[src/verilog/rhs_pkg.sv]
/*
 * rhs_pkg: command codes, bit positions, reset values and the command carrier
 * of the root hub global status and power control block.
 * Assumes the host bus front end turns processor cycles into one-cycle commands.
 */
`default_nettype none
package rhs_pkg;
    localparam logic [7:0]  CMD_STATUS_RD   = 8'h14;
    localparam logic [7:0]  CMD_STATUS_WR   = 8'h94;
    localparam logic [7:0]  CMD_DESCB_RD    = 8'h13;
    localparam logic [7:0]  CMD_DESCB_WR    = 8'h93;
    localparam int          BIT_POWER_OFF   = 0;
    localparam int          BIT_OC_FLAG     = 1;
    localparam int          BIT_WAKE_EN     = 15;
    localparam int          BIT_POWER_ON    = 16;
    localparam int          BIT_OC_CHANGE   = 17;
    localparam int          BIT_WAKE_CLR    = 31;
    localparam int          MASK_LSB        = 16;
    localparam int          MASK_FIELD_W    = 3;
    localparam logic [31:0] STATUS_RESET    = 32'h0000_0000;
    localparam logic        FLAG_RESET      = 1'b0;

    typedef struct packed {
        logic        valid;
        logic [7:0]  code;
        logic [31:0] data;
    } rhs_cmd_t;
endpackage
`default_nettype wire

[src/verilog/rhs_root_hub_status.sv]
/*
 * rhs_root_hub_status: root hub global status register with global overcurrent
 * tracking, global/masked port power commands, remote wake-up enable and
 * the per-port power exempt mask field of the second descriptor register.
 * Assumes commands are one-cycle requests synchronous to CLOCK and that the
 * overcurrent, attach-change and suspend inputs are synchronous as well.
 */
// How it works
// - low half holds hub status, high half the overcurrent change bit 17 and the bit 16 and bit 31 commands
// - code 14H reads and code 94H writes this same register
// - one in bit 31 clears wake-up enable; zero does nothing; write-only
// - overcurrent change flag bit 17 sets whenever overcurrent bit 1 changes
// - only a written one in bit 17 clears the overcurrent change flag
// - bits 0 and 16 always read as zero
// - global mode: one in bit 16 powers all ports on
// - per-port mode: one in bit 16 powers only unmasked ports on
// - wake enable lets attach change resume a suspended controller and interrupt
// - one in bit 15 sets wake-up enable; zero does nothing
// - global reporting: bit 1 follows the overcurrent condition
// - per-port overcurrent reporting forces bit 1 to read zero
// - global mode: one in bit 0 powers all ports off
// - per-port mode: one in bit 0 powers only unmasked ports off
// - every bit of the register is zero after reset
// - exempt mask sits in descriptor bits 18 to 16, exempting ports
`timescale 1ns/1ps
`default_nettype none
module rhs_root_hub_status #(
    parameter int NUM_PORTS = 2
) (
    input  wire logic                 CLOCK,          // 125 MHz core clock
    input  wire logic                 RST_N,          // async reset, active low
    input  wire rhs_pkg::rhs_cmd_t    CMD,            // one-cycle command from host bus
    output logic [31:0]               RD_DATA,        // read data, registered
    output logic                      RD_VALID,       // read data strobe, one cycle
    input  wire logic                 OC_IN,          // global overcurrent condition level
    input  wire logic                 PER_PORT_OC,    // overcurrent reported per port
    input  wire logic                 PER_PORT_SWITCH,// power switching mode, 1 = per port
    input  wire logic [NUM_PORTS:1]   ATTACH_CHANGE,  // per-port attach change pulses
    input  wire logic                 SUSPENDED,      // controller is in suspended state
    output logic [NUM_PORTS:1]        PORT_POWERED,   // port power status flags
    output logic                      RESUME_REQ,     // suspended to resuming, one-cycle pulse
    output logic                      RESUME_IRQ      // resume seen interrupt, one-cycle pulse
);
    // the mask field has one reserved bit, so at most two ports fit
    if (NUM_PORTS < 1 || NUM_PORTS > rhs_pkg::MASK_FIELD_W - 1)
    begin : g_bad_ports
        $error("NUM_PORTS must fit the exempt mask field");
    end

    logic                 oc_flag_reg;
    logic                 oc_change_reg;
    logic                 wake_en_reg;
    logic [NUM_PORTS:1]   exempt_mask_reg;
    logic [NUM_PORTS:1]   powered_reg;
    logic                 oc_flag_next;
    logic                 st_wr;
    logic                 st_rd;
    logic                 db_wr;
    logic                 db_rd;
    logic [NUM_PORTS:1]   target;
    logic [31:0]          status_word;
    logic [31:0]          descb_word;

    assign st_wr = CMD.valid && CMD.code == rhs_pkg::CMD_STATUS_WR;
    assign st_rd = CMD.valid && CMD.code == rhs_pkg::CMD_STATUS_RD;
    assign db_wr = CMD.valid && CMD.code == rhs_pkg::CMD_DESCB_WR;
    assign db_rd = CMD.valid && CMD.code == rhs_pkg::CMD_DESCB_RD;

    // per-port reporting leaves the global indicator idle
    assign oc_flag_next = OC_IN && !PER_PORT_OC;

    // ports touched by a global power command
    assign target = PER_PORT_SWITCH ? ~exempt_mask_reg : {NUM_PORTS{1'b1}};

    always_comb
    begin
        status_word = rhs_pkg::STATUS_RESET;
        status_word[rhs_pkg::BIT_OC_FLAG] = oc_flag_reg;
        status_word[rhs_pkg::BIT_WAKE_EN] = wake_en_reg;
        status_word[rhs_pkg::BIT_OC_CHANGE] = oc_change_reg;
        // bits 0, 16 and 31 stay zero on read
        status_word[rhs_pkg::BIT_POWER_OFF] = 1'b0;
        status_word[rhs_pkg::BIT_POWER_ON] = 1'b0;
    end

    always_comb
    begin
        descb_word = 32'h0000_0000;
        descb_word[rhs_pkg::MASK_LSB + NUM_PORTS -: NUM_PORTS] = exempt_mask_reg;
    end

    always_ff @(posedge CLOCK or negedge RST_N)
    begin
        if (!RST_N)
            oc_flag_reg <= rhs_pkg::FLAG_RESET;
        else
            oc_flag_reg <= oc_flag_next;
    end

    // a change in the same cycle as a clear wins
    always_ff @(posedge CLOCK or negedge RST_N)
    begin
        if (!RST_N)
            oc_change_reg <= rhs_pkg::FLAG_RESET;
        else if (oc_flag_next != oc_flag_reg)
            oc_change_reg <= 1'b1;
        else if (st_wr && CMD.data[rhs_pkg::BIT_OC_CHANGE])
            oc_change_reg <= 1'b0;
    end

    // set and clear in one write: clear is taken, the safer state for wake-up
    always_ff @(posedge CLOCK or negedge RST_N)
    begin
        if (!RST_N)
            wake_en_reg <= rhs_pkg::FLAG_RESET;
        else if (st_wr && CMD.data[rhs_pkg::BIT_WAKE_CLR])
            wake_en_reg <= 1'b0;
        else if (st_wr && CMD.data[rhs_pkg::BIT_WAKE_EN])
            wake_en_reg <= 1'b1;
    end

    // bit 16 of the mask field has no port behind it
    always_ff @(posedge CLOCK or negedge RST_N)
    begin
        if (!RST_N)
            exempt_mask_reg <= '0;
        else if (db_wr)
            exempt_mask_reg <= CMD.data[rhs_pkg::MASK_LSB + NUM_PORTS -: NUM_PORTS];
    end

    // power on beats power off when both are written together
    always_ff @(posedge CLOCK or negedge RST_N)
    begin
        if (!RST_N)
            powered_reg <= '0;
        else if (st_wr && CMD.data[rhs_pkg::BIT_POWER_ON])
            powered_reg <= powered_reg | target;
        else if (st_wr && CMD.data[rhs_pkg::BIT_POWER_OFF])
            powered_reg <= powered_reg & ~target;
    end

    always_ff @(posedge CLOCK or negedge RST_N)
    begin
        if (!RST_N)
        begin
            RESUME_REQ <= 1'b0;
            RESUME_IRQ <= 1'b0;
        end
        else
        begin
            RESUME_REQ <= wake_en_reg && SUSPENDED && |ATTACH_CHANGE;
            RESUME_IRQ <= wake_en_reg && SUSPENDED && |ATTACH_CHANGE;
        end
    end

    always_ff @(posedge CLOCK or negedge RST_N)
    begin
        if (!RST_N)
        begin
            RD_DATA  <= 32'h0000_0000;
            RD_VALID <= 1'b0;
        end
        else
        begin
            RD_VALID <= st_rd || db_rd;
            if (st_rd)
                RD_DATA <= status_word;
            else if (db_rd)
                RD_DATA <= descb_word;
        end
    end

    assign PORT_POWERED = powered_reg;

    property p_oc_change_sets;
        @(posedge CLOCK) disable iff (!RST_N)
        (oc_flag_next != oc_flag_reg) |=> oc_change_reg;
    endproperty
    a_oc_change_sets: assert property (p_oc_change_sets) else $error("change flag missed");

    property p_oc_change_clear;
        @(posedge CLOCK) disable iff (!RST_N)
        $fell(oc_change_reg) |-> $past(st_wr) && $past(CMD.data[rhs_pkg::BIT_OC_CHANGE]);
    endproperty
    a_oc_change_clear: assert property (p_oc_change_clear) else $error("change flag lost");

    property p_oc_masked;
        @(posedge CLOCK) disable iff (!RST_N)
        PER_PORT_OC ##1 PER_PORT_OC |-> !oc_flag_reg;
    endproperty
    a_oc_masked: assert property (p_oc_masked) else $error("indicator set in per-port mode");

    property p_read_zero_bits;
        @(posedge CLOCK) disable iff (!RST_N)
        st_rd |=> RD_VALID && !RD_DATA[0] && !RD_DATA[16] && !RD_DATA[31];
    endproperty
    a_read_zero_bits: assert property (p_read_zero_bits) else $error("fixed bit read nonzero");

    property p_read_status;
        @(posedge CLOCK) disable iff (!RST_N)
        st_rd |=> RD_DATA[rhs_pkg::BIT_OC_CHANGE] == $past(oc_change_reg)
              && RD_DATA[rhs_pkg::BIT_WAKE_EN] == $past(wake_en_reg);
    endproperty
    a_read_status: assert property (p_read_status) else $error("status read wrong");

    property p_wake_clear;
        @(posedge CLOCK) disable iff (!RST_N)
        st_wr && CMD.data[rhs_pkg::BIT_WAKE_CLR] |=> !wake_en_reg;
    endproperty
    a_wake_clear: assert property (p_wake_clear) else $error("wake enable not cleared");

    property p_wake_set;
        @(posedge CLOCK) disable iff (!RST_N)
        st_wr && CMD.data[rhs_pkg::BIT_WAKE_EN] && !CMD.data[rhs_pkg::BIT_WAKE_CLR]
            |=> wake_en_reg;
    endproperty
    a_wake_set: assert property (p_wake_set) else $error("wake enable not set");

    property p_power_on;
        @(posedge CLOCK) disable iff (!RST_N)
        st_wr && CMD.data[rhs_pkg::BIT_POWER_ON] |=> (PORT_POWERED & $past(target)) == $past(target)
            && (PORT_POWERED & ~$past(target)) == ($past(powered_reg) & ~$past(target));
    endproperty
    a_power_on: assert property (p_power_on) else $error("power on wrong ports");

    property p_power_off;
        @(posedge CLOCK) disable iff (!RST_N)
        st_wr && CMD.data[rhs_pkg::BIT_POWER_OFF] && !CMD.data[rhs_pkg::BIT_POWER_ON]
            |=> (PORT_POWERED & $past(target)) == '0
            && (PORT_POWERED & ~$past(target)) == ($past(powered_reg) & ~$past(target));
    endproperty
    a_power_off: assert property (p_power_off) else $error("power off wrong ports");

    property p_resume;
        @(posedge CLOCK) disable iff (!RST_N)
        RESUME_IRQ |-> $past(wake_en_reg) && $past(SUSPENDED) && $past(|ATTACH_CHANGE)
            && RESUME_REQ;
    endproperty
    a_resume: assert property (p_resume) else $error("resume without cause");
endmodule
`default_nettype wire

[config.mk]
export PLATFORM = sky130hd
export DESIGN_NAME = rhs_root_hub_status
export DESIGN_NICKNAME = d
export VERILOG_FILES = /design/src/verilog/rhs_pkg.sv /design/src/verilog/rhs_root_hub_status.sv
export SDC_FILE = /design/constraint.sdc
export NUM_CORES = 1
export LEC_CHECK = 0
export BUFFER_PORTS_ARGS = -buffer_cell sky130_fd_sc_hd__buf_2
export CAP_MARGIN = 20
export CORE_MARGIN = 3
export CORE_UTILIZATION = 40
export CTS_BUF_LIST = sky130_fd_sc_hd__clkbuf_4
export CTS_CLUSTER_SIZE = 25
export DETAILED_ROUTE_END_ITERATION = 10
export PLACE_DENSITY_LB_ADDON = 0.12
export SYNTH_ARGS = -nofsm -noshare
export SYNTH_HDL_FRONTEND = slang
export SYNTH_SLANG_ARGS = --single-unit
[constraint.sdc]
create_clock -name CLOCK -period 2.7 [get_ports CLOCK]
set_clock_uncertainty 0.2 [all_clocks]
set_input_delay 0.54 -clock CLOCK [delete_from_list [all_inputs] [get_ports CLOCK]]
set_output_delay 0.54 -clock CLOCK [all_outputs]
set_load 0.02 [all_outputs]
=== Word-level counts from Yosys, hierarchy flattened ===
Index checks and enable logic that the tools add are counted.

* Reductions and logical operators: 19
* Muxes and demuxes: 9
* Equal/unequal tests: 5
* Bitwise gates (word level): 4

{| class="wikitable"
|+ Operator list
! cell !! number
|-
| 2-to-1 mux 32 bit || 2
|-
| == test 8 x 5 -> 1 bit, second input constant || 2
|-
| == test 8 bit, second input constant || 2
|-
| logical AND 1 bit || 12
|-
| nonzero test 2 bit || 4
|-
| 2-to-1 mux 2 bit || 3
|-
| 2-to-1 mux 1 bit || 4
|-
| NOT 2 bit || 2
|-
| bitwise AND 2 bit || 1
|-
| bitwise OR 2 bit || 1
|-
| OR reduction 2 bit || 1
|-
| logical NOT 1 bit || 1
|-
| logical OR 1 bit || 1
|-
| != test 1 bit || 1
|}

* Logic and storage cells: 45
* Flip-flop bits (word level): 41
* Input bits: 49

=== Longest topological paths before layout ===
* Depth after elaboration: 6
* Depth in mapped cells: 4

=== Least setup slack after synthesis ===
Ideal clock, no wire load.

* Path type: input port to flip-flop
* From: input port CMD[35] (netlist bit)
* To: register RD_DATA[18]
* Arrival: 1772 ps
* Required time: 2377 ps
* Setup time: 123 ps
* Path slack: 605 ps
* Stages on the path: 4
* Cells stage by stage: or4b_1 -> buf_2 -> or4_1 -> o221a_2

* Longest elaborated chain between the ends: 3
* Elaborated cells between the ends (all ways): 6

{| class="wikitable"
|+ Ends and longest elaborated chain
! item !! RTL line !! text
|-
| start, declared || rhs_root_hub_status.sv:32 || <nowiki>input wire rhs_pkg::rhs_cmd_t CMD,</nowiki>
|-
| == test 8 x 5 -> 1 bit, on equally long branches || rhs_root_hub_status.sv:65, rhs_root_hub_status.sv:67 ||
|-
| logical AND 1 bit, on equally long branches || rhs_root_hub_status.sv:65, rhs_root_hub_status.sv:67 ||
|-
| 2-to-1 mux 32 bit or nonzero test 2 bit (tied branches) || n/a ||
|-
| end signal, assigned || rhs_root_hub_status.sv:167 || <nowiki>RD_DATA <= status_word;</nowiki>
|-
| end signal, assigned || rhs_root_hub_status.sv:169 || <nowiki>RD_DATA <= descb_word;</nowiki>
|-
| end, declared || rhs_root_hub_status.sv:33 || <nowiki>output logic [31:0] RD_DATA,</nowiki>
|}

Parallel ways exist; a longest one is shown, timed or not.
A chain may end at the register's enable or synchronous reset.

=== Worst setup path after layout ===
* From: input port CMD[35] (netlist bit)
* To: register wake_en_reg

* Longest elaborated chain between the ends: 4
* Elaborated cells between the ends (all ways): 6

{| class="wikitable"
|+ Ends and longest elaborated chain
! item !! RTL line !! text
|-
| == test 8 bit (*) || rhs_root_hub_status.sv:64 || <nowiki>assign st_wr = CMD.valid && CMD.code == rhs_pkg::CMD_STATUS_WR;</nowiki>
|-
| logical AND 1 bit (*) || rhs_root_hub_status.sv:64 ||
|-
| logical AND 1 bit, on equally long branches || rhs_root_hub_status.sv:116, rhs_root_hub_status.sv:118 ||
|-
| 2-to-1 mux 1 bit or nonzero test 2 bit (tied branches) || n/a ||
|-
| end signal, assigned || rhs_root_hub_status.sv:115 || <nowiki>wake_en_reg <= rhs_pkg::FLAG_RESET;</nowiki>
|-
| end, declared || rhs_root_hub_status.sv:52 || <nowiki>logic wake_en_reg;</nowiki>
|}

Mark *: on every way between the ends. The rest lies on a longest branch, timed or not.

==> flow_summary.yaml <==
final_layout:
  design_area_um2: 1017
  nets: 177
  final_common_cell: "buf_2"
  drive_gt1_share_pct: 33.86
  antenna_cells: 0
  area_growth_pct: 11.68
  layout_common_cells: "31 x buf_2, 28 x conb_1, 13 x dfrtp_1"
  fin_util_pct: 49.33
detailed_routing:
  drt_iter0_markers: 13
  drtPass1Iterations: 4
  drc: 0
  vias_per_cell: 4.662
  antenna_left: 0
  wl_per_cell_um: 11.80
  vias: 718
  wirelength_mm: 1.817
global_route:
  grt_pass1_wl_mm: 2.835
  antenna_found_initial: 0
  grt_max_degree: 14
  track_usage_pct: 13.57
  grt_pass1_vias: 654
  grt.overflow.total: 0
worst_setup_path:
  r2r_slack_ps: 1280
  r2r-start: "exempt_mask_reg[2]$_DFFE_PN0P_"
  critPathCaptureType: "register"
  critical_path_class: "in2reg"
  r2r_end: "RD_DATA[18]$_DFFE_PN0P_"
  cp.arrival_ps: 1950
  cp_max_fo: 6
  rr_worst_depth: 2
  cp-startpoint: "CMD[35]"
  critPathLaunchType: "primary input"
  required_ps: 2660
synth:
  syn_inst: 95
  synth_area_um2: 910.9
  synth-async-reset-ratio_pct: 100.0
  syn_area_per_cell_um2: 9.588
  synth_edf_count: 0
  synth_warnings: 0
  synth_ff_type: "dfrtp_1"
  synth.distinct_cells: 34
  seq_area_frac_synth_pct: 35.71
  ys_ff_latch: 13
floorplanning:
  die_h_um: 53.72
  std_cell_rows: 16
  boundaryPins: 86
  coreArea_um2: 2062
  fp.dieW_um: 53.72
  die-area_um2: 2886
  start_util_pct: 44.17
place:
  placed_cell_area_um2: 977.2
  port_buffers: 31
  hpwl_mm: 1.468
  place_ws_ps: 428.8
  place_congestion: 0.8346
hold_path:
  hold_depth: 2
  hp-class: "in2reg"
  hp-start: "PER_PORT_OC"
  hold_end: "oc_flag_reg$_DFF_PN0_"
pwr:
  combPwrFrac_pct: 22.1
  switching_power_uw: 131.9
  p_leak_nw: 0.5384
  seqPwrFrac_pct: 48.1
  power.share.clock_pct: 29.8
  irDropWorstVdd_uv: 246.4
  power_density_nw_per_um2: 421.5
  internal-power_uw: 296.9
  power.share.switching_pct: 30.76
job:
  max-cap-violations: 0
sta:
  worst_slew_pin_slew_ps: 502.4
  fin_tns_setup_ps: 0
  clock.fmax_ghz: 0.5032
  slew_viol_final: 0
  rsz0062_at_grt: "false"
  slew_headroom_pct: 66.05
  post-route-period-util_pct: 73.60
  setup_slack_ps: 712.7
  hold_viol: 0
  period_minus_slack_ps: 1987
  setup_viol: 0
cts:
  cts_setup_buffers: 0
  cts_root_buf: "clkbuf_4"
  cts_tree: "done"
  clk_path_buf_depth: 2
  clkLatencyLatePin_ps: 270
  clk_pin_slew_ps: 80
  htree_levels: 1
  cts_sinks: 13
  cts_made_buffers: 3
run_status:
  status: "complete, no violations"
power groups by stage:
stage	Sequential, mW	Combinational (mW)	Clock (mW)
after floorplan	0.214	0.0879	0
after global placement	0.210	0.0928	0
after detailed placement	0.210	0.0929	0
after CTS	0.206	0.0944	0.135
after global routing	0.207	0.105	0.149
final	0.206	0.0948	0.128
per-stage QoR:
stage               std cells  hold WS [ps]  total power, mW
floorplan                 122         44.41           0.3023
global placement          149         248.9           0.3028
detailed placement        149         245.8           0.3032
CTS                       154         236.6           0.4356
global route              154         218.1           0.4623
finish                    154         240.5           0.4288
repair_timing:
action | in CTS | in global routing
setup endpoints to repair | 0 | 0
resized for setup | 0 | 0
endpoints found under the hold margin | 13 | 0
hold buffers | 1 | 0
routing by layer:
| metal | routed length, µm | vias up | track usage [%] |
|---|---|---|---|
| met2 | 841 | 40 | 21.17 |
| li1 | - | 348 | - |
| met3 | 212 | 2 | 3.324 |
| met1 | 753 | 328 | 17.47 |
| met5 | 0 | - | 0 |
| met4 | 10 | 0 | 6.383 |
critical path, cell delays in order:
cell	delay, ps
buf_2	110
or4b_1	650
or3_4	450
o22a_1	200
area by class of cell:
class | instances | area, µm²
Fill cell | 206 | 1045
Multi-Input combinational cell | 74 | 444.2
Sequential cell | 13 | 325.3
Timing Repair Buffer | 33 | 172.7
Tap cell | 27 | 33.78
Clock buffer | 4 | 30.03
Inverter | 3 | 11.26
cells by family (layout without fill, tap and decap cells):
| logic type | after synthesis | in the layout | synth area share [%] |
|---|---|---|---|
| AND/OR/NAND/NOR | 23 | 23 | 17.17 |
| AO/OA/AOI/OAI | 20 | 20 | 16.62 |
| flip-flops | 13 | 13 | 35.71 |
| buffers and inverters | 35 | 40 | 26.65 |
| multiplexers | 2 | 2 | 2.472 |
| other | 1 | 28 | 0.4117 |
| XOR/XNOR | 1 | 1 | 0.9617 |
Yosys cell counts (2+ instances only):
| master | instances | share of area [%] |
|---|---|---|
| o21ai_0 | 2 | 1.1 |
| inv_1 | 3 | 1.2 |
| buf_4 | 29 | 24 |
| nor2_1 | 2 | 0.82 |
| nand2_1 | 6 | 2.5 |
| mux2_2 | 2 | 2.5 |
| or4b_1 | 2 | 2.2 |
| o41ai_1 | 3 | 2.9 |
| a211oi_1 | 3 | 2.5 |
| o21ai_1 | 2 | 1.1 |
| a21oi_1 | 2 | 1.1 |
| a21bo_2 | 2 | 2.2 |
| dfrtp_1 | 13 | 36 |
| nor4_1 | 3 | 2.1 |
| buf_2 | 2 | 1.1 |
worst max path at each step:
stage,to,slack (ps)
after floorplan,RD_DATA[18]$_DFFE_PN0P_,610
after global placement,wake_en_reg$_DFFE_PN0P_,430
after detailed placement,wake_en_reg$_DFFE_PN0P_,430
after CTS,wake_en_reg$_DFFE_PN0P_,730
after global routing,exempt_mask_reg[1]$_DFFE_PN0P_,680
final,wake_en_reg$_DFFE_PN0P_,710
(Power assumes the default switching activity.)
